### src/upcr_pkg.sv
`default_nettype none
package upcr_pkg;
	localparam logic [5:0] FUNC_WR_ADDR = 6'h04;
	localparam logic [5:0] FUNC_SET_ADDR = 6'h05;
	localparam logic [5:0] FUNC_CLR_ADDR = 6'h06;
	localparam logic [5:0] IFC_WR_ADDR = 6'h07;
	localparam logic [5:0] IFC_SET_ADDR = 6'h08;
	localparam logic [5:0] IFC_CLR_ADDR = 6'h09;
	localparam logic [5:0] PD_WR_ADDR = 6'h0a;
	localparam logic [5:0] PD_SET_ADDR = 6'h0b;
	localparam logic [5:0] PD_CLR_ADDR = 6'h0c;
	// writable bit masks
	localparam logic [7:0] FUNC_MASK = 8'h7f;
	localparam logic [7:0] IFC_MASK = 8'h88;
	localparam logic [7:0] PD_MASK = 8'h06;
	localparam logic [7:0] FUNC_RESET = 8'h41;
	localparam logic [7:0] IFC_RESET = 8'h00;
	localparam logic [7:0] PD_RESET = 8'h06;
	localparam int FUNC_XRST_BIT = 5;
	localparam int FUNC_SUSP_BIT = 6;
	localparam int IFC_CLKSUSP_BIT = 3;
	localparam int IFC_PROT_BIT = 7;
	localparam int PD_PLUS_BIT = 1;
	localparam int PD_MINUS_BIT = 2;
	localparam int FUNC_SPEED_LSB = 0;
	localparam int FUNC_TERM_BIT = 2;
	localparam int FUNC_ENC_LSB = 3;
	localparam logic [7:0] XRST_CYCLES = 8'h10;
	localparam logic [7:0] RXCMD_GAP_CYCLES = 8'h02;

	typedef enum logic [2:0] {
		XR_IDLE = 3'b000,
		XR_BUSY = 3'b001,
		XR_GAP = 3'b011,
		XR_RXCMD = 3'b010
	} upcr_xrst_e;

	typedef struct packed {
		logic wr;
		logic rd;
		logic [5:0] addr;
		logic [7:0] wdata;
	} upcr_req_s;

	typedef struct packed {
		logic [1:0] speed_select;
		logic termination_select;
		logic [1:0] transmit_encoding_mode;
		logic suspend_n;
		logic clock_suspend_n;
		logic protect_disable;
		logic plus_line_pulldown_en;
		logic minus_line_pulldown_en;
		logic clock_run;
	} upcr_ctl_s;
endpackage : upcr_pkg
`default_nettype wire

### src/upcr_regbyte.sv
`timescale 1ns/1ns
`default_nettype none
// one register byte with write, set and clear strobes
module upcr_regbyte #(
	parameter logic [7:0] RESET_VAL = 8'h00,
	parameter logic [7:0] WR_MASK = 8'hff
) (
	// clock and reset
	input wire logic mclk_i,
	input wire logic rst_n_i,
	// access
	input wire logic wr_i,
	input wire logic set_i,
	input wire logic clr_i,
	input wire logic [7:0] data_i,
	// hardware overrides
	input wire logic [7:0] hw_set_i,
	input wire logic [7:0] hw_clr_i,
	output logic [7:0] q_o
);
	logic [7:0] q_d;
	logic [7:0] q_q;

	always_comb begin
		q_d = q_q;
		if (wr_i) begin
			q_d = data_i;
		end else if (set_i) begin
			q_d = q_q | data_i;
		end else if (clr_i) begin
			q_d = q_q & ~data_i;
		end
		q_d = (q_d & ~hw_clr_i) | hw_set_i;
		q_d = q_d & WR_MASK;
	end

	always_ff @(posedge mclk_i or negedge rst_n_i) begin
		if (!rst_n_i) begin
			q_q <= RESET_VAL;
		end else begin
			q_q <= q_d;
		end
	end

	assign q_o = q_q;
endmodule : upcr_regbyte
`default_nettype wire

### src/upcr_ulpi_regs.sv
`timescale 1ns/1ns
`default_nettype none
// Behaviour
// - function control reads 04-06, write/set/clear 04/05/06
// - interface control reads 07-09, write/set/clear 07/08/09
// - pulldown control reads 0a-0c, write/set/clear 0a/0b/0c
// - set alias ORs byte into register
// - clear alias zeroes bits masked by byte
// - speed select bits 1:0, reset 01
// - transmit encoding bits 4:3, reset 00
// - termination select bit 2 drives terminations
// - reset bit asserts dir, then self-clears
// - after reset, dir again with rx cmd
// - transceiver reset keeps registers intact
// - suspend_n bit 6 zero enters low power
// - low power keeps FS receiver, comparators, pins
// - leaving low power sets suspend_n again
// - clock_suspend_n bit 3, ignored while suspended
// - interface bit 7 disables ULPI protect pulls
// - pulldown bit 1 connects D+ pulldown
// - pulldown bit 2 connects D- pulldown
// - unimplemented bits read as zero
module upcr_ulpi_regs
	import upcr_pkg::*;
(
	// clock and reset
	input wire logic mclk_i,
	input wire logic rst_n_i,
	// register access from the ulpi engine
	input wire upcr_pkg::upcr_req_s req_i,
	output logic [7:0] rdata_o,
	output logic rvalid_o,
	output logic invalid_addr_o,
	// transceiver reset handshake
	output logic dir_o,
	output logic rxcmd_req_o,
	output logic xcvr_reset_o,
	// low power exit event from the analog side
	input wire logic lp_exit_i,
	// control outputs
	output upcr_pkg::upcr_ctl_s ctl_o
);
	import upcr_pkg::*;

	typedef struct packed {
		upcr_xrst_e xr;
		logic [7:0] cnt;
		logic [7:0] rdata;
		logic rvalid;
		logic invalid;
	} upcr_state_s;

	upcr_state_s s_q;
	upcr_state_s s_d;
	logic rst_n;
	logic [1:0] rst_sync_q;
	logic [7:0] func_q;
	logic [7:0] ifc_q;
	logic [7:0] pd_q;
	logic [7:0] func_hw_set;
	logic [7:0] func_hw_clr;
	logic wr_func;
	logic set_func;
	logic clr_func;
	logic wr_ifc;
	logic set_ifc;
	logic clr_ifc;
	logic wr_pd;
	logic set_pd;
	logic clr_pd;

	// reset release through two flops
	always_ff @(posedge mclk_i or negedge rst_n_i) begin
		if (!rst_n_i) begin
			rst_sync_q <= 2'b00;
		end else begin
			rst_sync_q <= {rst_sync_q[0], 1'b1};
		end
	end
	assign rst_n = rst_sync_q[1];

	// address decode
	always_comb begin
		wr_func = req_i.wr && req_i.addr == FUNC_WR_ADDR;
		set_func = req_i.wr && req_i.addr == FUNC_SET_ADDR;
		clr_func = req_i.wr && req_i.addr == FUNC_CLR_ADDR;
		wr_ifc = req_i.wr && req_i.addr == IFC_WR_ADDR;
		set_ifc = req_i.wr && req_i.addr == IFC_SET_ADDR;
		clr_ifc = req_i.wr && req_i.addr == IFC_CLR_ADDR;
		wr_pd = req_i.wr && req_i.addr == PD_WR_ADDR;
		set_pd = req_i.wr && req_i.addr == PD_SET_ADDR;
		clr_pd = req_i.wr && req_i.addr == PD_CLR_ADDR;
	end

	// hardware clears reset bit at completion, restores suspend_n on wake
	always_comb begin
		func_hw_set = '0;
		func_hw_clr = '0;
		if (s_q.xr == XR_BUSY && s_q.cnt == 8'h00) begin
			func_hw_clr[FUNC_XRST_BIT] = 1'b1;
		end
		// wake beats a link clear landing in the same cycle
		if (lp_exit_i) begin
			func_hw_set[FUNC_SUSP_BIT] = 1'b1;
		end
	end

	// registers live outside the transceiver reset domain
	upcr_regbyte #(
		.RESET_VAL(FUNC_RESET),
		.WR_MASK(FUNC_MASK)
	) u_func (
		.mclk_i(mclk_i),
		.rst_n_i(rst_n),
		.wr_i(wr_func),
		.set_i(set_func),
		.clr_i(clr_func),
		.data_i(req_i.wdata),
		.hw_set_i(func_hw_set),
		.hw_clr_i(func_hw_clr),
		.q_o(func_q)
	);

	upcr_regbyte #(
		.RESET_VAL(IFC_RESET),
		.WR_MASK(IFC_MASK)
	) u_ifc (
		.mclk_i(mclk_i),
		.rst_n_i(rst_n),
		.wr_i(wr_ifc),
		.set_i(set_ifc),
		.clr_i(clr_ifc),
		.data_i(req_i.wdata),
		.hw_set_i(8'h00),
		.hw_clr_i(8'h00),
		.q_o(ifc_q)
	);

	upcr_regbyte #(
		.RESET_VAL(PD_RESET),
		.WR_MASK(PD_MASK)
	) u_pd (
		.mclk_i(mclk_i),
		.rst_n_i(rst_n),
		.wr_i(wr_pd),
		.set_i(set_pd),
		.clr_i(clr_pd),
		.data_i(req_i.wdata),
		.hw_set_i(8'h00),
		.hw_clr_i(8'h00),
		.q_o(pd_q)
	);

	// read path and transceiver reset sequencer
	always_comb begin
		s_d = s_q;
		s_d.rvalid = req_i.rd;
		s_d.invalid = 1'b0;
		if (req_i.rd) begin
			unique case (req_i.addr)
				FUNC_WR_ADDR, FUNC_SET_ADDR, FUNC_CLR_ADDR: s_d.rdata = func_q;
				IFC_WR_ADDR, IFC_SET_ADDR, IFC_CLR_ADDR: s_d.rdata = ifc_q;
				PD_WR_ADDR, PD_SET_ADDR, PD_CLR_ADDR: s_d.rdata = pd_q;
				default: begin
					s_d.rdata = 8'h00;
					s_d.invalid = 1'b1;
				end
			endcase
		end else if (req_i.wr) begin
			s_d.invalid = !(req_i.addr >= FUNC_WR_ADDR && req_i.addr <= PD_CLR_ADDR);
		end
		unique case (s_q.xr)
			XR_IDLE: begin
				if (func_q[FUNC_XRST_BIT]) begin
					s_d.xr = XR_BUSY;
					s_d.cnt = XRST_CYCLES - 8'h01;
				end
			end
			XR_BUSY: begin
				if (s_q.cnt == 8'h00) begin
					s_d.xr = XR_GAP;
					s_d.cnt = RXCMD_GAP_CYCLES - 8'h01;
				end else begin
					s_d.cnt = s_q.cnt - 8'h01;
				end
			end
			XR_GAP: begin
				if (s_q.cnt == 8'h00) begin
					s_d.xr = XR_RXCMD;
				end else begin
					s_d.cnt = s_q.cnt - 8'h01;
				end
			end
			XR_RXCMD: begin
				s_d.xr = XR_IDLE;
			end
			default: begin
				s_d.xr = XR_IDLE;
			end
		endcase
	end

	always_ff @(posedge mclk_i or negedge rst_n) begin
		if (!rst_n) begin
			s_q.xr <= XR_IDLE;
			s_q.cnt <= 8'h00;
			s_q.rdata <= 8'h00;
			s_q.rvalid <= 1'b0;
			s_q.invalid <= 1'b0;
		end else begin
			s_q.xr <= s_d.xr;
			s_q.cnt <= s_d.cnt;
			s_q.rdata <= s_d.rdata;
			s_q.rvalid <= s_d.rvalid;
			s_q.invalid <= s_d.invalid;
		end
	end

	assign rdata_o = s_q.rdata;
	assign rvalid_o = s_q.rvalid;
	assign invalid_addr_o = s_q.invalid;
	assign dir_o = s_q.xr == XR_BUSY || s_q.xr == XR_RXCMD;
	assign rxcmd_req_o = s_q.xr == XR_RXCMD;
	assign xcvr_reset_o = s_q.xr == XR_BUSY;

	// control fan-out to the analog front end
	always_comb begin
		ctl_o.speed_select = func_q[FUNC_SPEED_LSB +: 2];
		ctl_o.termination_select = func_q[FUNC_TERM_BIT];
		ctl_o.transmit_encoding_mode = func_q[FUNC_ENC_LSB +: 2];
		ctl_o.suspend_n = func_q[FUNC_SUSP_BIT];
		ctl_o.clock_suspend_n = ifc_q[IFC_CLKSUSP_BIT];
		// clock suspend only honoured while powered
		ctl_o.clock_run = func_q[FUNC_SUSP_BIT] && ifc_q[IFC_CLKSUSP_BIT];
		ctl_o.protect_disable = ifc_q[IFC_PROT_BIT];
		ctl_o.plus_line_pulldown_en = pd_q[PD_PLUS_BIT];
		ctl_o.minus_line_pulldown_en = pd_q[PD_MINUS_BIT];
	end
endmodule : upcr_ulpi_regs
`default_nettype wire

### config.mk
export PLATFORM = sky130hd
export DESIGN_NAME = upcr_ulpi_regs
export DESIGN_NICKNAME = d
export VERILOG_FILES = /design/src/upcr_pkg.sv /design/src/upcr_regbyte.sv /design/src/upcr_ulpi_regs.sv
export SDC_FILE = /design/constraint.sdc
export NUM_CORES = 1
export LEC_CHECK = 0
export BUFFER_PORTS_ARGS = -buffer_cell sky130_fd_sc_hd__buf_2
export CORE_MARGIN = 5
export CORE_UTILIZATION = 40
export DETAILED_ROUTE_END_ITERATION = 8
export PLACE_DENSITY = 0.68
export SKIP_LAST_GASP = 1
export SYNTH_ARGS = -nofsm -noshare
export SYNTH_HDL_FRONTEND = slang
export SYNTH_SLANG_ARGS = --single-unit
### constraint.sdc
create_clock -name mclk_i -period 1.3 [get_ports mclk_i]
set_clock_uncertainty 0.2 [all_clocks]
set_input_delay 0.26 -clock mclk_i [delete_from_list [all_inputs] [get_ports mclk_i]]
set_output_delay 0.26 -clock mclk_i [all_outputs]
set_load 0.03 [all_outputs]
; Word level (Yosys, flattened, before mapping)
; Index checks and enable logic that the tools add are counted.
[totals]
input_bits = 19
output_inout_bits = 24
ff_bits = 34
wordCells = 85
[classes]
addsub = 1
bitwise_logic = 10
reduce_logical = 25
n_eq_ne = 16
n_mux = 22
n_lt_le_gt_ge = 2
[ops]
columns = operator, count
row1 = case mux 8 bit (3 select lines), 2
row2 = 2-to-1 mux 8 bit, 5
row3 = "== test 6 x 4 -> 1 bit, second input constant", 5
row4 = "== test 6 x 3 -> 1 bit, second input constant", 4
row5 = 2-to-1 mux 7 bit, 3
row6 = 2-to-1 mux 3 bit, 5
row7 = bitwise AND 7 bit, 2
row8 = bitwise OR 7 bit, 2
row9 = logical AND 1 bit, 12
row10 = 2-to-1 mux 11 bit, 1
row11 = case mux 3 bit (3 select lines), 1
row12 = nonzero test 3 bit, 3
row13 = OR reduction 3 bit, 3
row14 = OR reduction 9 bit, 1
row15 = bitwise AND 8 bit, 1
row16 = logical NOT 8 bit, 1
row17 = inverter 8 bit, 1
row18 = bitwise OR 8 bit, 1
row19 = "subtractor 8 x 1 -> 8 bit, second input constant", 1
row20 = inverter 6 -> 7 bit, 1
row21 = "== test 3 x 2 -> 1 bit, second input constant", 2
row22 = ">= comparator 6 x 3 -> 1 bit, second input constant", 1
row23 = "less-or-equal comparator 6 x 4 -> 1 bit, second input constant", 1
row24 = AND reduction 3 bit, 2
row25 = other kinds (9), 15

; Longest topological paths before layout
[depth]
ltp_word = 7
mapped_depth = 7
depth_no_buf = 6

; Hierarchy
; Synthesis repeated with hierarchy kept, for this count alone.
[hier_totals]
hier_cells = 265
area_unflattened_um2 = 2292.2
[by_module_without_submodules]
columns = module, cells_each, instances, area_each_um2, seq_area_each_um2
row1 = upcr_ulpi_regs, 178, 1, 1566.5, 550.5
row2 = upcr_regbyte (u_func), 51, 1, 405.4, 177.7
row3 = upcr_regbyte (u_pd), 18, 1, 161.4, 52.6
row4 = upcr_regbyte (u_ifc), 18, 1, 158.9, 50.0

; Worst setup path after synthesis
; OpenSTA, ideal clock, no wires.
[synth_path]
path_type = register to register
startpoint = reg s_q[10] (netlist bit)
endpoint = reg s_q[10] (netlist bit)
t_required_ns = 1.006
t_arrival_ns = 1.930
slack_ns = -0.924
path_buffers = 0
setup_time_ns = 0.094
path_stages_with_launch = 7
synth_period_minus_slack_ns = 2.224
cell_sequence = dfrtp_1 > inv_1 > ha_1 > or3b_2 > nor3_4 > mux2_2 > a221oi_2
[synth_via]
elab_chain_len = 3
word_cells_on_any_way = 7
cone_classes = add/sub (1) / eq/ne (1) / mux (3) / reduce/logical (2)
[synth_rtl]
columns = item, line
row1 = start: declaration, upcr_ulpi_regs.sv:53  ; upcr_state_s s_q;
row2 = subtractor 8 x 1 -> 8 bit or logical NOT 8 bit (tied branches), -
row3 = 2-to-1 mux 8 bit (tied with other cells), upcr_ulpi_regs.sv:188  ; if (s_q.cnt == 8'h00) begin
row4 = case mux 8 bit (3 select lines) or AND reduction 3 bit (tied branches), -
; Parallel ways exist; a longest one is shown, timed or not. The select of a mux whose other input is x is not followed.
; A chain may end at the register's enable or synchronous reset.

; Worst setup path after layout
[layout_path]
startpoint = reg s_q[11] (netlist bit)
endpoint = reg s_q[12] (netlist bit)
; Same word-level chain as after synthesis.

==> metrics.md <==
| Metric | Value |
|---|---|
| Net count after synthesis | `212` |
| Fraction of synthesis flops using an asynchronous set or reset pin | `100.0%` |
| Switching part of the total power | `33.64%` |
| Number of buffer cells added on primary ports | `42` |
| Router iterations before antenna repair | `4` |
| Register bit total from synthesis | `33` |
| Number of clock buffers inserted by TritonCTS | `5` |
| CTS Sinks | `33` |
| Synth-to-Final Area Change | `66.37%` |
| Reg2Reg Setup Slack | `-730 ps` |
| Clk buf depth | `2` |
| Data arrival time at the worst-slack endpoint | `2020 ps` |
| Clock latency of the later-clocked register in the worst-skew pair | `290 ps` |
| Initial standard-cell utilization of the core | `40.95%` |
| Leakage | `1.511 nW` |
| Violated checks | `negative setup slack` |
| Global-route wire length before repair | `9.418 mm` |
| Cell area reported after detailed placement | `2525 um^2` |
| CTS tree | `built` |
| Largest fanout on the critical path | `6` |
| Initial detailed-routing violation count | `109` |
| Slew headroom | `67.00%` |
| Category of cells accounting for the largest share of critical-path delay | `simple AND/OR/NAND/NOR gates` |
| Gr usage total | `between 10% and 20%` |
| Number of vias in the routed layout | `1926` |
| Proportion of layout cells with a drive suffix above 1 | `57.97%` |
| Worst vdd ir | `just over 0.8 mV` |
| CP Class | `reg -> reg` |
| Highest-delay cell along the critical path | `sky130_fd_sc_hd__or3b_4` |
| Post-layout min period | `2034 ps` |
| Switching pwr | `1.532 mW` |
| Part of the total power dissipated in the clock network | `about a quarter` |
| Most common cell in the synthesized netlist | `sky130_fd_sc_hd__dfrtp_1` |
| Overflow left after global routing | `0` |
| Endpoint of the lowest-slack register-to-register path | `s_q[12]$_DFFE_PN0P_` |
| Result of the run | `finished with violations` |
| Worst path buffer plus inverter count | `3` |
| Antenna violations before repair | `0` |
| Share of the core filled with cells | `around two thirds` |
| Number of setup violations in the final report | `33` |
| Crit-path cells | `inv_1 -> ha_4 -> or3b_4 -> nor3_4 -> buf_4 -> buf_6 -> o22ai_1 -> a22o_1` |
| Clock Pin Slew Worst Setup and Hold Paths | `70 ps` |
| Area of the core | `around 4700 um^2` |
| Crit start category | `flop` |
| Final total power | `4.556 mW` |
| Chip height | `79.54 um` |
| Final #Nets | `319` |
| Average vias per placed instance | `roughly 5.3` |
| Area of all placed cells without fillers | `3218 um^2` |
| Non-filler instance count after layout | `362` |
| HP Class | `reg -> async` |
| Synthesized area divided by synthesized cell count | `10.34 um^2` |
| Cells taking the most area after synthesis | `sky130_fd_sc_hd__dfrtp_1 (38%), sky130_fd_sc_hd__buf_4 (5.4%), sky130_fd_sc_hd__dfstp_2 (5.4%), sky130_fd_sc_hd__a22o_1 (5.0%), sky130_fd_sc_hd__o21ai_0 (4.1%)` |
| Worst hold slack after final layout | `3.622 ps` |
| Worst setup slack after layout | `-733.5 ps` |
| Max-cap violations | `0` |
| Crit share post-route | `156.4%` |
| Ports | `43` |
| Leading post-synthesis cells by instance count | `sky130_fd_sc_hd__dfrtp_1 (29), sky130_fd_sc_hd__o21ai_0 (16), sky130_fd_sc_hd__buf_4 (14)` |
| Top flip-flop cell by instance count after synthesis | `sky130_fd_sc_hd__dfrtp_1` |
| Unrepaired setup endpoints after global routing | `true` |
| Total area of sequential cells | `832.0 um^2` |
| Int Pwr | `3.023 mW` |
| HPWL reported at the end of detailed placement | `3.742 mm` |
| Biggest area consumer among synthesized cells | `sky130_fd_sc_hd__dfrtp_1` |
| Post-synthesis share of cell area spent on full adders, half adders and majority gates | `3.881%` |
| Vias in the first global route | `1894` |
| Routability cong. | `0.8272` |
| Total inserted antenna cells | `0` |
| Part of the total power dissipated in sequential elements | `28.9%` |
| Area share of the largest cell type after synthesis | `around 38%` |
| Combinational family with the most area after synthesis | `compound AO/OA/AOI/OAI gates` |
| Fraction of synthesized cell area in xor and xnor cells | `0%` |
| Multiplexer share of the synthesized area | `1.100%` |
| Master cell of the clock root buffer | `sky130_fd_sc_hd__clkbuf_8` |
| Pin count of the biggest net entering global routing | `32` |
| Die area | `6327 um^2` |
| Antenna-violating nets left | `0` |
| Worst-case reg-to-reg path depth | `8` |
| Transition time of the tightest slew-check pin | `488.6 ps` |
| Wire length after detailed routing | `6.235 mm` |
| Cell variety after synth | `53` |
| Crit. End Element | `flop` |
| Simple-gate area share of the yosys netlist | `19.02%` |
| Power density normalized to cell area | `approximately 1400 nW/um^2` |
| Compound-cell area share of the yosys netlist | `23.93%` |
| Clock H-tree levels | `2` |
| Hold violation total from the final report | `0` |
| Combinational group share of total power | `a little under half` |
| DP Cell Count | `324` |
| Critical R2R Launch | `s_q[11]$_DFFE_PN0P_` |
| DRC viols | `0` |
| Portion of the post-synthesis area used by sequential elements | `between 40% and 50%` |
| Gate Count Post-Synth | `187` |
| Number of placement rows | `25` |
| Max stage delay on crit path | `410 ps` |
| Required @ worst endpoint | `1280 ps` |
| Fmax | `491.8 MHz` |
| Synthesized cell area | `1934 um^2` |
| Number of warnings issued by yosys | `0` |
| Final routed wire length divided by cell count | `17.22 um` |
| Total area of multi-input combinational cells | `1111 um^2` |
| Number of flops mapped to enable cells by yosys | `0` |
| Slew Viols, Final | `0` |
| Layout fillers | `315` |
| Die Span X | `79.54 um` |
logic make-up (layout without fill, tap and decap cells):
| logic type | count (synthesis) | after routing |
|---|---|---|
| adders and majority gates | 6 | 6 |
| DFF | 33 | 33 |
| buffers and inverters | 29 | 137 |
| AOI/OAI and AO/OA | 59 | 59 |
| other | 1 | 1 |
| muxes | 2 | 2 |
| and+or+nand+nor | 57 | 57 |
stage by stage:
stage	setup TNS, ps	worst slack [ps]
floorplan	-7804	-786.3
global placement	-11890	-675.6
detailed placement	-12390	-719.6
CTS	-9060	-688.5
global route	-11720	-813.2
finish	-10330	-733.5
worst max-delay path by stage:
stage                                   start  slack (ps)  cells past startpoint                   to
after CTS                 s_q[10]$_DFFE_PN0P_        -690                      6  s_q[10]$_DFFE_PN0P_
after floorplan           s_q[10]$_DFFE_PN0P_        -790                      6  s_q[10]$_DFFE_PN0P_
after global placement    s_q[11]$_DFFE_PN0P_        -680                      6  s_q[10]$_DFFE_PN0P_
after detailed placement  s_q[11]$_DFFE_PN0P_        -720                      6  s_q[10]$_DFFE_PN0P_
final                     s_q[11]$_DFFE_PN0P_        -730                      8  s_q[12]$_DFFE_PN0P_
after global routing      s_q[11]$_DFFE_PN0P_        -810                      6  s_q[10]$_DFFE_PN0P_
per-layer routing:
| layer | track usage [%] | part of all wire [%] |
|---|---|---|
| met5 | 0 | 0 |
| met4 | 8.763 | 2.9 |
| met3 | 4.289 | 3.7 |
| met2 | 32.80 | 53 |
| met1 | 23.25 | 41 |
final cells by class:
| class | instances | area share (%) |
|---|---|---|
| inverters | 7 | 0.8165 |
| flip-flops and latches | 33 | 25.86 |
| clock inverters | 3 | 2.022 |
| well taps | 67 | 2.605 |
| clock buffers | 5 | 2.138 |
| multi-input cells | 125 | 34.53 |
| repair buffers | 122 | 32.04 |
cells in the final DEF, fill, tap and decap left out, drive strengths merged, types with 2 or more instances in the layout:
cell / instances
buf: 120
dfrtp: 29
o21ai: 17
a22o: 11
nor3: 9
nand2: 7
a221o: 6
ha: 6
inv: 6
nand2b: 5
nor2: 5
clkbuf: 5
nor2b: 5
and2: 5
dfstp: 4
a21oi: 4
or3: 3
or3b: 3
o211ai: 3
o32a: 3
nor4: 3
nor3b: 3
and4: 2
nand3b: 2
o22ai: 2
bufinv: 2
dlygate4sd3: 2
clkinv: 2
and3: 2
nor4b: 2
a21boi: 2
power by group through the flow:
stage          Clock (mW)  Sequential (mW)  Combinational (mW)
6_report             1.17             1.32                2.06
4_1_cts              1.18             1.31                1.85
3_3_place_gp            0             1.32                1.56
2_1_floorplan           0             1.33               0.969
5_1_grt              1.22             1.34                2.21
3_5_place_dp            0             1.33                1.59
repair_timing:
item                                   in CTS  in global routing
setup endpoints to repair                  42                 51
hold buffers                                2                  0
endpoints found under the hold margin       3                  0
pin swaps                                  10                 18
setup buffers                              17                 14
resized for setup                          59                 36
Power figures use the tool's default switching activity.
